==> src/verilog/pgc_map.vh <==
/*
 * Register map, field positions and reset values of the PWM generator
 * control block. Assumes a 32-bit Avalon-MM slave with byte addresses,
 * one register per aligned word.
 */
`ifndef PGC_MAP_VH
`define PGC_MAP_VH

// register byte offsets
`define PGC_OFF_CTRL        6'h00
`define PGC_OFF_PHASE       6'h04
`define PGC_OFF_GEN_DUTY    6'h08
`define PGC_OFF_MST_PERIOD  6'h0C
`define PGC_OFF_MST_DUTY    6'h10
`define PGC_OFF_FLT_LIM     6'h14
`define PGC_OFF_MOD_EN      6'h18
`define PGC_OFF_EFFECT      6'h1C
`define PGC_OFF_SELECTED    6'h20

// generator control register fields
`define PGC_CTRL_FLT_PEND   15
`define PGC_CTRL_LIM_PEND   14
`define PGC_CTRL_TRG_PEND   13
`define PGC_CTRL_FLT_EN     12
`define PGC_CTRL_LIM_EN     11
`define PGC_CTRL_TRG_EN     10
`define PGC_CTRL_ITB        9
`define PGC_CTRL_SDS        8
`define PGC_CTRL_DTC_HI     7
`define PGC_CTRL_DTC_LO     6
`define PGC_CTRL_DEADTIME_COMP_POLARITY       5
`define PGC_CTRL_UNUSED     4
`define PGC_CTRL_TBS        3
`define PGC_CTRL_CAM        2
`define PGC_CTRL_XPR        1
`define PGC_CTRL_IUE        0

// other fields
`define PGC_FLT_LIM_MODE    0
`define PGC_MOD_EN_BIT      0
`define PGC_EFF_CAM         0
`define PGC_EFF_XPR         1
`define PGC_EFF_DEADTIME_COMP_POLARITY        2
`define PGC_EFF_IRQ         3

// dead-time control code at which the polarity bit is honoured
`define PGC_DTC_COMP        2'h3

// reset values
`define PGC_RST_CTRL        16'h0000
`define PGC_RST_WORD16      16'h0000
`define PGC_RST_BUS         32'h00000000

`endif

==> src/verilog/pgc_top.v <==
/*
 * Control and interrupt-status logic for one motor-control PWM generator:
 * pending flags with enables, period and duty source selection, and the
 * gating of dead-time compensation, center-aligned and external period reset.
 * Assumes a 100 MHz clock, an Avalon-MM master with waitrequest and
 * asynchronous event pins from the fault, current-limit and trigger logic.
 */
// Our own choices: the Avalon-MM slave port and the placing of the registers.
`timescale 1ns/10ps
`default_nettype none

`include "pgc_map.vh"

// What this block does
// - fault pending flag set by hardware on fault event; reads 0 otherwise
// - current-limit pending flag set by hardware on limit event; else 0
// - trigger pending flag set by hardware on trigger event; else 0
// - fault enable 1 permits fault interrupts; writing 0 disables and clears flag
// - limit enable 1 permits limit interrupts; writing 0 disables and clears flag
// - trigger enable 1 lets triggers interrupt; writing 0 disables and clears flag
// - independent time base 1: period comes from the generator phase register
// - independent time base 0: period comes from the shared master period
// - dead-time polarity honoured only when dead-time control equals 11
// - center-aligned mode only takes effect with independent time base 1
// - external period reset needs independent time base 1 and limit mode 0
module pgc_top #(
    parameter DATA_W = 16
) (
    input wire CLK_I,
    input wire RST_I,
    input wire [5:0] AVS_ADDRESS_I,
    input wire AVS_READ_I,
    input wire AVS_WRITE_I,
    input wire [31:0] AVS_WRITEDATA_I,
    input wire [3:0] AVS_BYTEENABLE_I,
    output wire [31:0] AVS_READDATA_O,
    output wire AVS_WAITREQUEST_O,
    input wire FAULT_EVT_I,
    input wire LIMIT_EVT_I,
    input wire TRIGGER_EVT_I,
    output wire [DATA_W-1:0] PERIOD_O,
    output wire [DATA_W-1:0] DUTY_O,
    output wire CENTER_ALIGNED_O,
    output wire EXT_PERIOD_RESET_O,
    output wire [1:0] DEADTIME_CONTROL_O,
    output wire DEADTIME_COMP_POL_O,
    output wire TIMEBASE_SOURCE_O,
    output wire IMMEDIATE_UPDATE_O,
    output wire PWM_MODULE_ENABLE_O,
    output wire IRQ_O
);

    // ---------------------------------------------------------------
    // event pins, synchronised and turned into one-cycle pulses
    // ---------------------------------------------------------------
    wire [2:0] evt_pulse;

    pgc_evt_sync #(
        .WIDTH(3)
    ) u_evt_sync (
        .clk_i(CLK_I),
        .rst_i(RST_I),
        .evt_i({TRIGGER_EVT_I, LIMIT_EVT_I, FAULT_EVT_I}),
        .pulse_o(evt_pulse)
    );

    // ---------------------------------------------------------------
    // storage
    // ---------------------------------------------------------------
    reg [15:0] ctrl_r;
    reg [DATA_W-1:0] phase_r;
    reg [DATA_W-1:0] gen_duty_r;
    reg [DATA_W-1:0] mst_period_r;
    reg [DATA_W-1:0] mst_duty_r;
    reg limit_mode_r;
    reg mod_en_r;

    reg waitreq_r;
    reg [31:0] rdata_r;

    reg [DATA_W-1:0] period_r;
    reg [DATA_W-1:0] duty_r;
    reg cam_eff_r;
    reg xpr_eff_r;
    reg [1:0] dtc_r;
    reg deadtime_comp_polarity_eff_r;
    reg tbs_r;
    reg iue_r;
    reg irq_r;

    // ---------------------------------------------------------------
    // bus handshake: one wait cycle, then a single acknowledge cycle
    // ---------------------------------------------------------------
    wire req = AVS_READ_I | AVS_WRITE_I;
    wire waitreq_nxt = ~(req & waitreq_r);
    // a write commits only at the edge where waitrequest is seen low
    wire wr_ack = AVS_WRITE_I & ~waitreq_r;
    wire [5:0] addr = {AVS_ADDRESS_I[5:2], 2'b00};

    wire [31:0] be_mask = {{8{AVS_BYTEENABLE_I[3]}}, {8{AVS_BYTEENABLE_I[2]}},
                           {8{AVS_BYTEENABLE_I[1]}}, {8{AVS_BYTEENABLE_I[0]}}};

    function [31:0] merge;
        input [31:0] old_v;
        input [31:0] new_v;
        input [31:0] mask;
        begin
            merge = (old_v & ~mask) | (new_v & mask);
        end
    endfunction

    reg wr_ctrl;
    reg wr_phase;
    reg wr_gduty;
    reg wr_mper;
    reg wr_mduty;
    reg wr_flim;
    reg wr_moden;

    // address decode for writes; unmapped writes are dropped
    always @*
    begin
        wr_ctrl = 1'b0;
        wr_phase = 1'b0;
        wr_gduty = 1'b0;
        wr_mper = 1'b0;
        wr_mduty = 1'b0;
        wr_flim = 1'b0;
        wr_moden = 1'b0;
        if (addr == `PGC_OFF_CTRL)
            wr_ctrl = wr_ack;
        else if (addr == `PGC_OFF_PHASE)
            wr_phase = wr_ack;
        else if (addr == `PGC_OFF_GEN_DUTY)
            wr_gduty = wr_ack;
        else if (addr == `PGC_OFF_MST_PERIOD)
            wr_mper = wr_ack;
        else if (addr == `PGC_OFF_MST_DUTY)
            wr_mduty = wr_ack;
        else if (addr == `PGC_OFF_FLT_LIM)
            wr_flim = wr_ack;
        else if (addr == `PGC_OFF_MOD_EN)
            wr_moden = wr_ack;
    end

    // ---------------------------------------------------------------
    // control register: software bits, then hardware status bits
    // ---------------------------------------------------------------
    wire [31:0] ctrl_merged = merge({16'h0000, ctrl_r}, AVS_WRITEDATA_I, be_mask);
    reg [15:0] ctrl_nxt;
    wire [2:0] en_nxt;
    wire [2:0] pend_cur;
    wire [2:0] pend_nxt;

    always @*
    begin
        ctrl_nxt = ctrl_r;
        if (wr_ctrl)
            ctrl_nxt[12:0] = ctrl_merged[12:0];
        ctrl_nxt[`PGC_CTRL_UNUSED] = 1'b0;
    end

    assign en_nxt = {ctrl_nxt[`PGC_CTRL_TRG_EN], ctrl_nxt[`PGC_CTRL_LIM_EN],
                     ctrl_nxt[`PGC_CTRL_FLT_EN]};
    assign pend_cur = {ctrl_r[`PGC_CTRL_TRG_PEND], ctrl_r[`PGC_CTRL_LIM_PEND],
                       ctrl_r[`PGC_CTRL_FLT_PEND]};

    // a flag is set only while its enable stands; an enable at 0 holds the
    // flag clear, so a disabling write beats an event in the same cycle
    genvar g;
    generate
        for (g = 0; g < 3; g = g + 1)
        begin : g_pend
            assign pend_nxt[g] = en_nxt[g] & (pend_cur[g] | evt_pulse[g]);
        end
    endgenerate

    always @(posedge CLK_I or posedge RST_I)
    begin
        if (RST_I)
        begin
            ctrl_r <= `PGC_RST_CTRL;
        end
        else
        begin
            // the flag vector runs fault first; the register keeps fault at the top
            ctrl_r <= {pend_nxt[0], pend_nxt[1], pend_nxt[2], ctrl_nxt[12:0]};
        end
    end

    // ---------------------------------------------------------------
    // data registers and module-level bits
    // ---------------------------------------------------------------
    wire [31:0] phase_merged =
        merge({{(32-DATA_W){1'b0}}, phase_r}, AVS_WRITEDATA_I, be_mask);
    wire [31:0] gduty_merged =
        merge({{(32-DATA_W){1'b0}}, gen_duty_r}, AVS_WRITEDATA_I, be_mask);
    wire [31:0] mper_merged =
        merge({{(32-DATA_W){1'b0}}, mst_period_r}, AVS_WRITEDATA_I, be_mask);
    wire [31:0] mduty_merged =
        merge({{(32-DATA_W){1'b0}}, mst_duty_r}, AVS_WRITEDATA_I, be_mask);

    always @(posedge CLK_I or posedge RST_I)
    begin
        if (RST_I)
        begin
            phase_r <= `PGC_RST_WORD16;
            gen_duty_r <= `PGC_RST_WORD16;
            mst_period_r <= `PGC_RST_WORD16;
            mst_duty_r <= `PGC_RST_WORD16;
            limit_mode_r <= 1'b0;
            mod_en_r <= 1'b0;
        end
        else
        begin
            if (wr_phase)
                phase_r <= phase_merged[DATA_W-1:0];
            if (wr_gduty)
                gen_duty_r <= gduty_merged[DATA_W-1:0];
            if (wr_mper)
                mst_period_r <= mper_merged[DATA_W-1:0];
            if (wr_mduty)
                mst_duty_r <= mduty_merged[DATA_W-1:0];
            if (wr_flim && AVS_BYTEENABLE_I[0])
                limit_mode_r <= AVS_WRITEDATA_I[`PGC_FLT_LIM_MODE];
            if (wr_moden && AVS_BYTEENABLE_I[0])
                mod_en_r <= AVS_WRITEDATA_I[`PGC_MOD_EN_BIT];
        end
    end

    // ---------------------------------------------------------------
    // derived mode outputs, computed from next-state so they track writes
    // without an extra cycle of lag
    // ---------------------------------------------------------------
    wire itb_nxt = ctrl_nxt[`PGC_CTRL_ITB];
    wire sds_nxt = ctrl_nxt[`PGC_CTRL_SDS];
    wire [1:0] dtc_nxt = ctrl_nxt[`PGC_CTRL_DTC_HI:`PGC_CTRL_DTC_LO];
    wire limit_mode_nxt = (wr_flim && AVS_BYTEENABLE_I[0]) ?
                          AVS_WRITEDATA_I[`PGC_FLT_LIM_MODE] : limit_mode_r;
    wire mod_en_nxt = (wr_moden && AVS_BYTEENABLE_I[0]) ?
                      AVS_WRITEDATA_I[`PGC_MOD_EN_BIT] : mod_en_r;
    wire [DATA_W-1:0] phase_nxt = wr_phase ? phase_merged[DATA_W-1:0] : phase_r;
    wire [DATA_W-1:0] gduty_nxt = wr_gduty ? gduty_merged[DATA_W-1:0] : gen_duty_r;
    wire [DATA_W-1:0] mper_nxt = wr_mper ? mper_merged[DATA_W-1:0] : mst_period_r;
    wire [DATA_W-1:0] mduty_nxt = wr_mduty ? mduty_merged[DATA_W-1:0] : mst_duty_r;

    // mode bits are taken as written even while the module runs; keeping
    // them static then is left to software
    always @(posedge CLK_I or posedge RST_I)
    begin
        if (RST_I)
        begin
            period_r <= `PGC_RST_WORD16;
            duty_r <= `PGC_RST_WORD16;
            cam_eff_r <= 1'b0;
            xpr_eff_r <= 1'b0;
            dtc_r <= 2'h0;
            deadtime_comp_polarity_eff_r <= 1'b0;
            tbs_r <= 1'b0;
            iue_r <= 1'b0;
            irq_r <= 1'b0;
        end
        else
        begin
            period_r <= itb_nxt ? phase_nxt : mper_nxt;
            duty_r <= sds_nxt ? mduty_nxt : gduty_nxt;
            cam_eff_r <= itb_nxt & ctrl_nxt[`PGC_CTRL_CAM];
            xpr_eff_r <= itb_nxt & ~limit_mode_nxt & ctrl_nxt[`PGC_CTRL_XPR];
            dtc_r <= dtc_nxt;
            deadtime_comp_polarity_eff_r <= (dtc_nxt == `PGC_DTC_COMP) & ctrl_nxt[`PGC_CTRL_DEADTIME_COMP_POLARITY];
            tbs_r <= ctrl_nxt[`PGC_CTRL_TBS];
            iue_r <= ctrl_nxt[`PGC_CTRL_IUE];
            irq_r <= |(pend_nxt & en_nxt);
        end
    end

    reg mod_en_q_r;

    always @(posedge CLK_I or posedge RST_I)
    begin
        if (RST_I)
            mod_en_q_r <= 1'b0;
        else
            mod_en_q_r <= mod_en_nxt;
    end

    // ---------------------------------------------------------------
    // read path: data is loaded at the edge that drops waitrequest
    // ---------------------------------------------------------------
    reg [31:0] rd_mux;

    always @*
    begin
        rd_mux = `PGC_RST_BUS;
        if (addr == `PGC_OFF_CTRL)
            rd_mux = {16'h0000, ctrl_r};
        else if (addr == `PGC_OFF_PHASE)
            rd_mux = {{(32-DATA_W){1'b0}}, phase_r};
        else if (addr == `PGC_OFF_GEN_DUTY)
            rd_mux = {{(32-DATA_W){1'b0}}, gen_duty_r};
        else if (addr == `PGC_OFF_MST_PERIOD)
            rd_mux = {{(32-DATA_W){1'b0}}, mst_period_r};
        else if (addr == `PGC_OFF_MST_DUTY)
            rd_mux = {{(32-DATA_W){1'b0}}, mst_duty_r};
        else if (addr == `PGC_OFF_FLT_LIM)
            rd_mux = {31'h00000000, limit_mode_r};
        else if (addr == `PGC_OFF_MOD_EN)
            rd_mux = {31'h00000000, mod_en_r};
        else if (addr == `PGC_OFF_EFFECT)
            rd_mux = {28'h0000000, irq_r, deadtime_comp_polarity_eff_r, xpr_eff_r, cam_eff_r};
        else if (addr == `PGC_OFF_SELECTED)
            rd_mux = {duty_r, period_r};
    end

    always @(posedge CLK_I or posedge RST_I)
    begin
        if (RST_I)
        begin
            waitreq_r <= 1'b1;
            rdata_r <= `PGC_RST_BUS;
        end
        else
        begin
            waitreq_r <= waitreq_nxt;
            if (AVS_READ_I && waitreq_r)
                rdata_r <= rd_mux;
        end
    end

    assign AVS_READDATA_O = rdata_r;
    assign AVS_WAITREQUEST_O = waitreq_r;
    assign PERIOD_O = period_r;
    assign DUTY_O = duty_r;
    assign CENTER_ALIGNED_O = cam_eff_r;
    assign EXT_PERIOD_RESET_O = xpr_eff_r;
    assign DEADTIME_CONTROL_O = dtc_r;
    assign DEADTIME_COMP_POL_O = deadtime_comp_polarity_eff_r;
    assign TIMEBASE_SOURCE_O = tbs_r;
    assign IMMEDIATE_UPDATE_O = iue_r;
    assign PWM_MODULE_ENABLE_O = mod_en_q_r;
    assign IRQ_O = irq_r;

endmodule

`default_nettype wire

==> src/verilog/pgc_evt_sync.v <==
/*
 * Two-flop synchroniser with rising-edge detector for a group of event pins.
 * Assumes the pins are asynchronous levels held at least two clock periods.
 */
`timescale 1ns/10ps
`default_nettype none

module pgc_evt_sync #(
    parameter WIDTH = 3
) (
    input wire clk_i,
    input wire rst_i,
    input wire [WIDTH-1:0] evt_i,
    output wire [WIDTH-1:0] pulse_o
);

    reg [WIDTH-1:0] meta_r;
    reg [WIDTH-1:0] sync_r;
    reg [WIDTH-1:0] last_r;
    reg [WIDTH-1:0] pulse_r;

    // meta_r is read only by sync_r
    always @(posedge clk_i or posedge rst_i)
    begin
        if (rst_i)
        begin
            meta_r <= {WIDTH{1'b0}};
            sync_r <= {WIDTH{1'b0}};
            last_r <= {WIDTH{1'b0}};
            pulse_r <= {WIDTH{1'b0}};
        end
        else
        begin
            meta_r <= evt_i;
            sync_r <= meta_r;
            last_r <= sync_r;
            pulse_r <= sync_r & ~last_r;
        end
    end

    assign pulse_o = pulse_r;

endmodule

`default_nettype wire

==> config.mk <==
export PLATFORM = sky130hd
export DESIGN_NAME = pgc_top
export DESIGN_NICKNAME = d
export VERILOG_FILES = /design/src/verilog/pgc_top.v /design/src/verilog/pgc_evt_sync.v
export VERILOG_INCLUDE_DIRS = /design/src /design/src/verilog
export SDC_FILE = /design/constraint.sdc
export NUM_CORES = 1
export LEC_CHECK = 0
export BUFFER_PORTS_ARGS = -buffer_cell sky130_fd_sc_hd__buf_4
export CELL_PAD_IN_SITES_DETAIL_PLACEMENT = 1
export CELL_PAD_IN_SITES_GLOBAL_PLACEMENT = 1
export CORE_ASPECT_RATIO = 0.7
export CORE_MARGIN = 2
export CORE_UTILIZATION = 44
export CTS_BUF_LIST = sky130_fd_sc_hd__clkbuf_4 sky130_fd_sc_hd__clkbuf_8 sky130_fd_sc_hd__clkbuf_16
export DETAILED_ROUTE_END_ITERATION = 7
export GPL_TIMING_DRIVEN = 0
export PLACE_DENSITY = 0.87
export SYNTH_ARGS = -nofsm -noshare
export SYNTH_HDL_FRONTEND = slang
export SYNTH_HIERARCHICAL = 1
export SYNTH_SLANG_ARGS = --single-unit
==> constraint.sdc <==
create_clock -name CLK_I -period 4.8 [get_ports CLK_I]
set_input_delay 0 -clock CLK_I [delete_from_list [all_inputs] [get_ports CLK_I]]
set_output_delay 0 -clock CLK_I [all_outputs]
set_load 0.03 [all_outputs]
==> impl_results.md <==
* Run status: finished clean
* Via count of the first global-routing pass at 6682
* Worst setup slack before clock tree synthesis at 2.29 ns
* Clock Path Buffers at 2
* Post-synthesis cell count at slightly below 700
* Post-synthesis to final-layout area growth at 26.4%
* Placeable core region at 0.0163 sq mm
* Met3 layer wire length in the routed design at 2940 um
* Class of the tightest hold or removal check: input port to flip-flop
* Total congestion overflow after global routing at 0
* Yosys warns at 6
* Y dimension of the die at ~110 um
* Cell leakage power at between 0.004 and 0.005 uW
* Tightest Pin Transition at 1.00 ns
* Post-synth design cell area at approximately 0.0074 sq mm
* Endpoint class of the critical path: flip-flop
* Number of antenna violations at the first check in global routing at 2
* Top layer reached by signal wires: met5
* Maximum VDD drop at around 230 uV
* Sort of element at the start of the critical path: flip-flop
* Via/cell ratio at 6.13
* Post-synthesis sequential area ratio at between 50% and 60%
* Maximum achievable frequency at ~0.39 GHz
* Final layout net count at 875
* Total number of clock tree sinks at around 160
* Gp weighted congestion at just under 1
* Clk Latency, worst-skew pair at 0.44 ns
* Final Max Tran Viols at 0
* First-pass GRT wire length at roughly 40000 um
* Power density of the placed cells at 452 mW/mm^2
* Post-synth EDFFs at 0
* Cells traversed along the worst timing path: nand3b_1 > o41ai_2 > a21oi_1 > a211oi_1
* Width of the chip at between 150 and 200 um
* Signal arrival time at the worst endpoint at approximately 2.9 ns
* # port buffers at 99
* Starting Density at between 40% and 50%
* Seq cells post-synth at roughly 160
* Number of top-level pins at 123
* Total Die Area at 0.0178 sq mm
* Overall fraction of global-route tracks in use at between 30% and 40%
* Total inserted antenna cells at 0
* Final setup violation count at 0
* Number of clock buffers inserted by TritonCTS at 17
* Routed wl met2 at approximately 12000 um
* Total via count after detailed routing at 6523
* Number of buffers inserted to repair setup after CTS at 0
* Root buf cell: clkbuf_16
* DR pass1 iterations at 8
* Clock transition at path regs at 0.07 ns
* Number of unique standard cell types used by synthesis at just over 70
* Final setup slack of the worst path at 2.21 ns
* Slowest-stage cell, CP: o41ai_2
* Max transition margin at between 30% and 40%
* Placed wire-length estimate after detailed placement at around 19000 um
* Synthesized net count at approximately 730
* Max-cap viol count at 0
* Post-synth ARST share at 100%
* Layout cell share with drive strength beyond 1 at ~25%
* Starting DRC count in detailed routing at approximately 800
* H-tree levels at 4
* Post-route minimum period at approximately 2.6 ns
* Crit path largest cell delay at 0.95 ns
* DRT antenna net count at 0
* Fin Clk Skew at between 0.009 and 0.01 ns
* RSZ-0062 raised after global routing: false
* CTS tree: yes
* Largest net degree at the start of global routing at 96
* Remaining DRCs at 0
* Worst Hold Margin at just over 0.07 ns
* Type of the worst setup path: flip-flop to flip-flop
* Final wirelength at roughly 27000 um
* Number of hold violations in the final report at 0
* Mean instance size in the synthesized netlist at ~11 sq um
* Maximum fanout along the worst path at 8
* Period utilisation layout at ~54%
* Data required, critical path at ~5.1 ns
* Primary flip-flop cell chosen by synthesis mapping: dfrtp_1
* Final core occ at between 50% and 60%
* Number of cell rows at 39
* Met1 wire length at around 12000 um
* Routed wire length per instance at 24.9 um
-- logic make-up (layout without fill, tap and decap cells) --
family	after synthesis	in the layout	share of synthesized area, %
AOI/OAI and AO/OA	208	208	20.8
xor gates and xnor gates	1	1	0.119
buffers and inverters	103	257	6.00
DFF	162	162	55.1
muxes	28	28	4.34
and+or+nand+nor	183	183	13.7
-- power breakdown --
part,switching [uW],internal [uW],total [uW]
clock network,600,944,1540
registers,178,1570,1750
logic,577,340,918
-- cell usage in the layout (no fill, tap or decap), drive strengths merged, types with 10 or more instances in the layout --
cell,Yosys,final
a21oi,21,21
a222oi,20,20
a22o,17,17
a22oi,10,10
buf,23,123
clkbuf,20,38
dfrtp,161,161
dlygate4sd3,0,22
inv,60,63
mux2,21,21
nand2,77,77
nand3,11,11
nand4,12,12
nor2,31,31
nor2b,11,11
o21ai,70,70
-- final cells by class --
| class | instances | area (sq um) |
|---|---|---|
| plain buffers | 43 | 216 |
| fillers | 1790 | 7050 |
| flip-flops and latches | 162 | 4060 |
| multi-input cells | 420 | 2860 |
| clock buffers | 18 | 439 |
| well taps | 225 | 282 |
| clock inverters | 14 | 225 |
| inverters | 60 | 230 |
| repair buffers | 122 | 991 |
-- flip-flops by register name, summed over array words and instances, names as in the netlist, 3 cells and up, named ones only --
name and count:
ctrl_r 12, AVS_READDATA_O 32, u_evt_sync/sync_r 3, u_evt_sync/meta_r 3, phase_r 16, gen_duty_r 16
mst_period_r 16, PERIOD_O 16, u_evt_sync/last_r 3, DUTY_O 16, mst_duty_r 16, u_evt_sync/pulse_o 3
-- worst max-delay path: cells and delay by family (launching register included) --
kind,cells,cell delay (ns)
AO/OA/AOI/OAI,3,1.48
flip-flops,1,0.39
AND/OR/NAND/NOR,1,0.58
-- through the flow --
step | power, uW | setup TNS [ns] | std cells | instance area (sq um)
finish | 4210 | 0 | 1064 | 9300
global route | 4370 | 0 | 1064 | 9300
CTS | 4210 | 0 | 1064 | 9300
detailed placement | 2640 | 0 | 1010 | 8420
global placement | 2600 | -126.02 | 1009 | 8380
floorplan | 2250 | 0 | 685 | 7360
-- worst paths after layout --
check / endpoint / slack [ns] / start / depth (start not counted)
min: ctrl_r[8]$_DFF_PP0_ / 0.07 / AVS_ADDRESS_I[2] / 4
max: PERIOD_O[13]$_DFF_PP0_ / 2.21 / AVS_WAITREQUEST_O$_DFF_PP1_ / 4
max reg2reg: PERIOD_O[13]$_DFF_PP0_ / 2.21 / AVS_WAITREQUEST_O$_DFF_PP1_ / 4
min reg2reg: u_evt_sync/sync_r[2]$_DFF_PP0_ / 0.35 / u_evt_sync/meta_r[2]$_DFF_PP0_ / 0
min in group asynchronous: u_evt_sync/sync_r[1]$_DFF_PP0_ / 0.13 / RST_I / 3
max in group asynchronous: AVS_READDATA_O[7]$_DFFE_PP0P_ / 3.79 / RST_I / 4
-- cells in the mapped netlist (10+ instances only) --
cell | n | area (sq um)
nand4_1 | 12 | 75.1
nand2_1 | 77 | 289
a222oi_1 | 20 | 200
o21ai_0 | 66 | 330
clkbuf_1 | 19 | 71.3
a22o_1 | 17 | 149
a22oi_1 | 10 | 75.1
mux2_2 | 21 | 236
dfrtp_1 | 161 | 4030
inv_1 | 60 | 225
buf_2 | 16 | 80.1
a21oi_1 | 20 | 100
nand3_1 | 10 | 50.1
nor2_1 | 29 | 109
-- layer usage --
| layer | track usage, % | up-vias |
|---|---|---|
| li1 | - | 2776 |
| met1 | 45.0 | 3359 |
| met2 | 44.4 | 347 |
| met3 | 11.5 | 39 |
| met4 | 9.13 | 2 |
| met5 | 0 | - |
-- what timing repair did --
| item | CTS | global route |
|---|---|---|
| resized for setup | 0 | 0 |
| hold endpoints to repair | 151 | 0 |
| hold buffers | 22 | 0 |
Power figures use the tool's default switching activity.
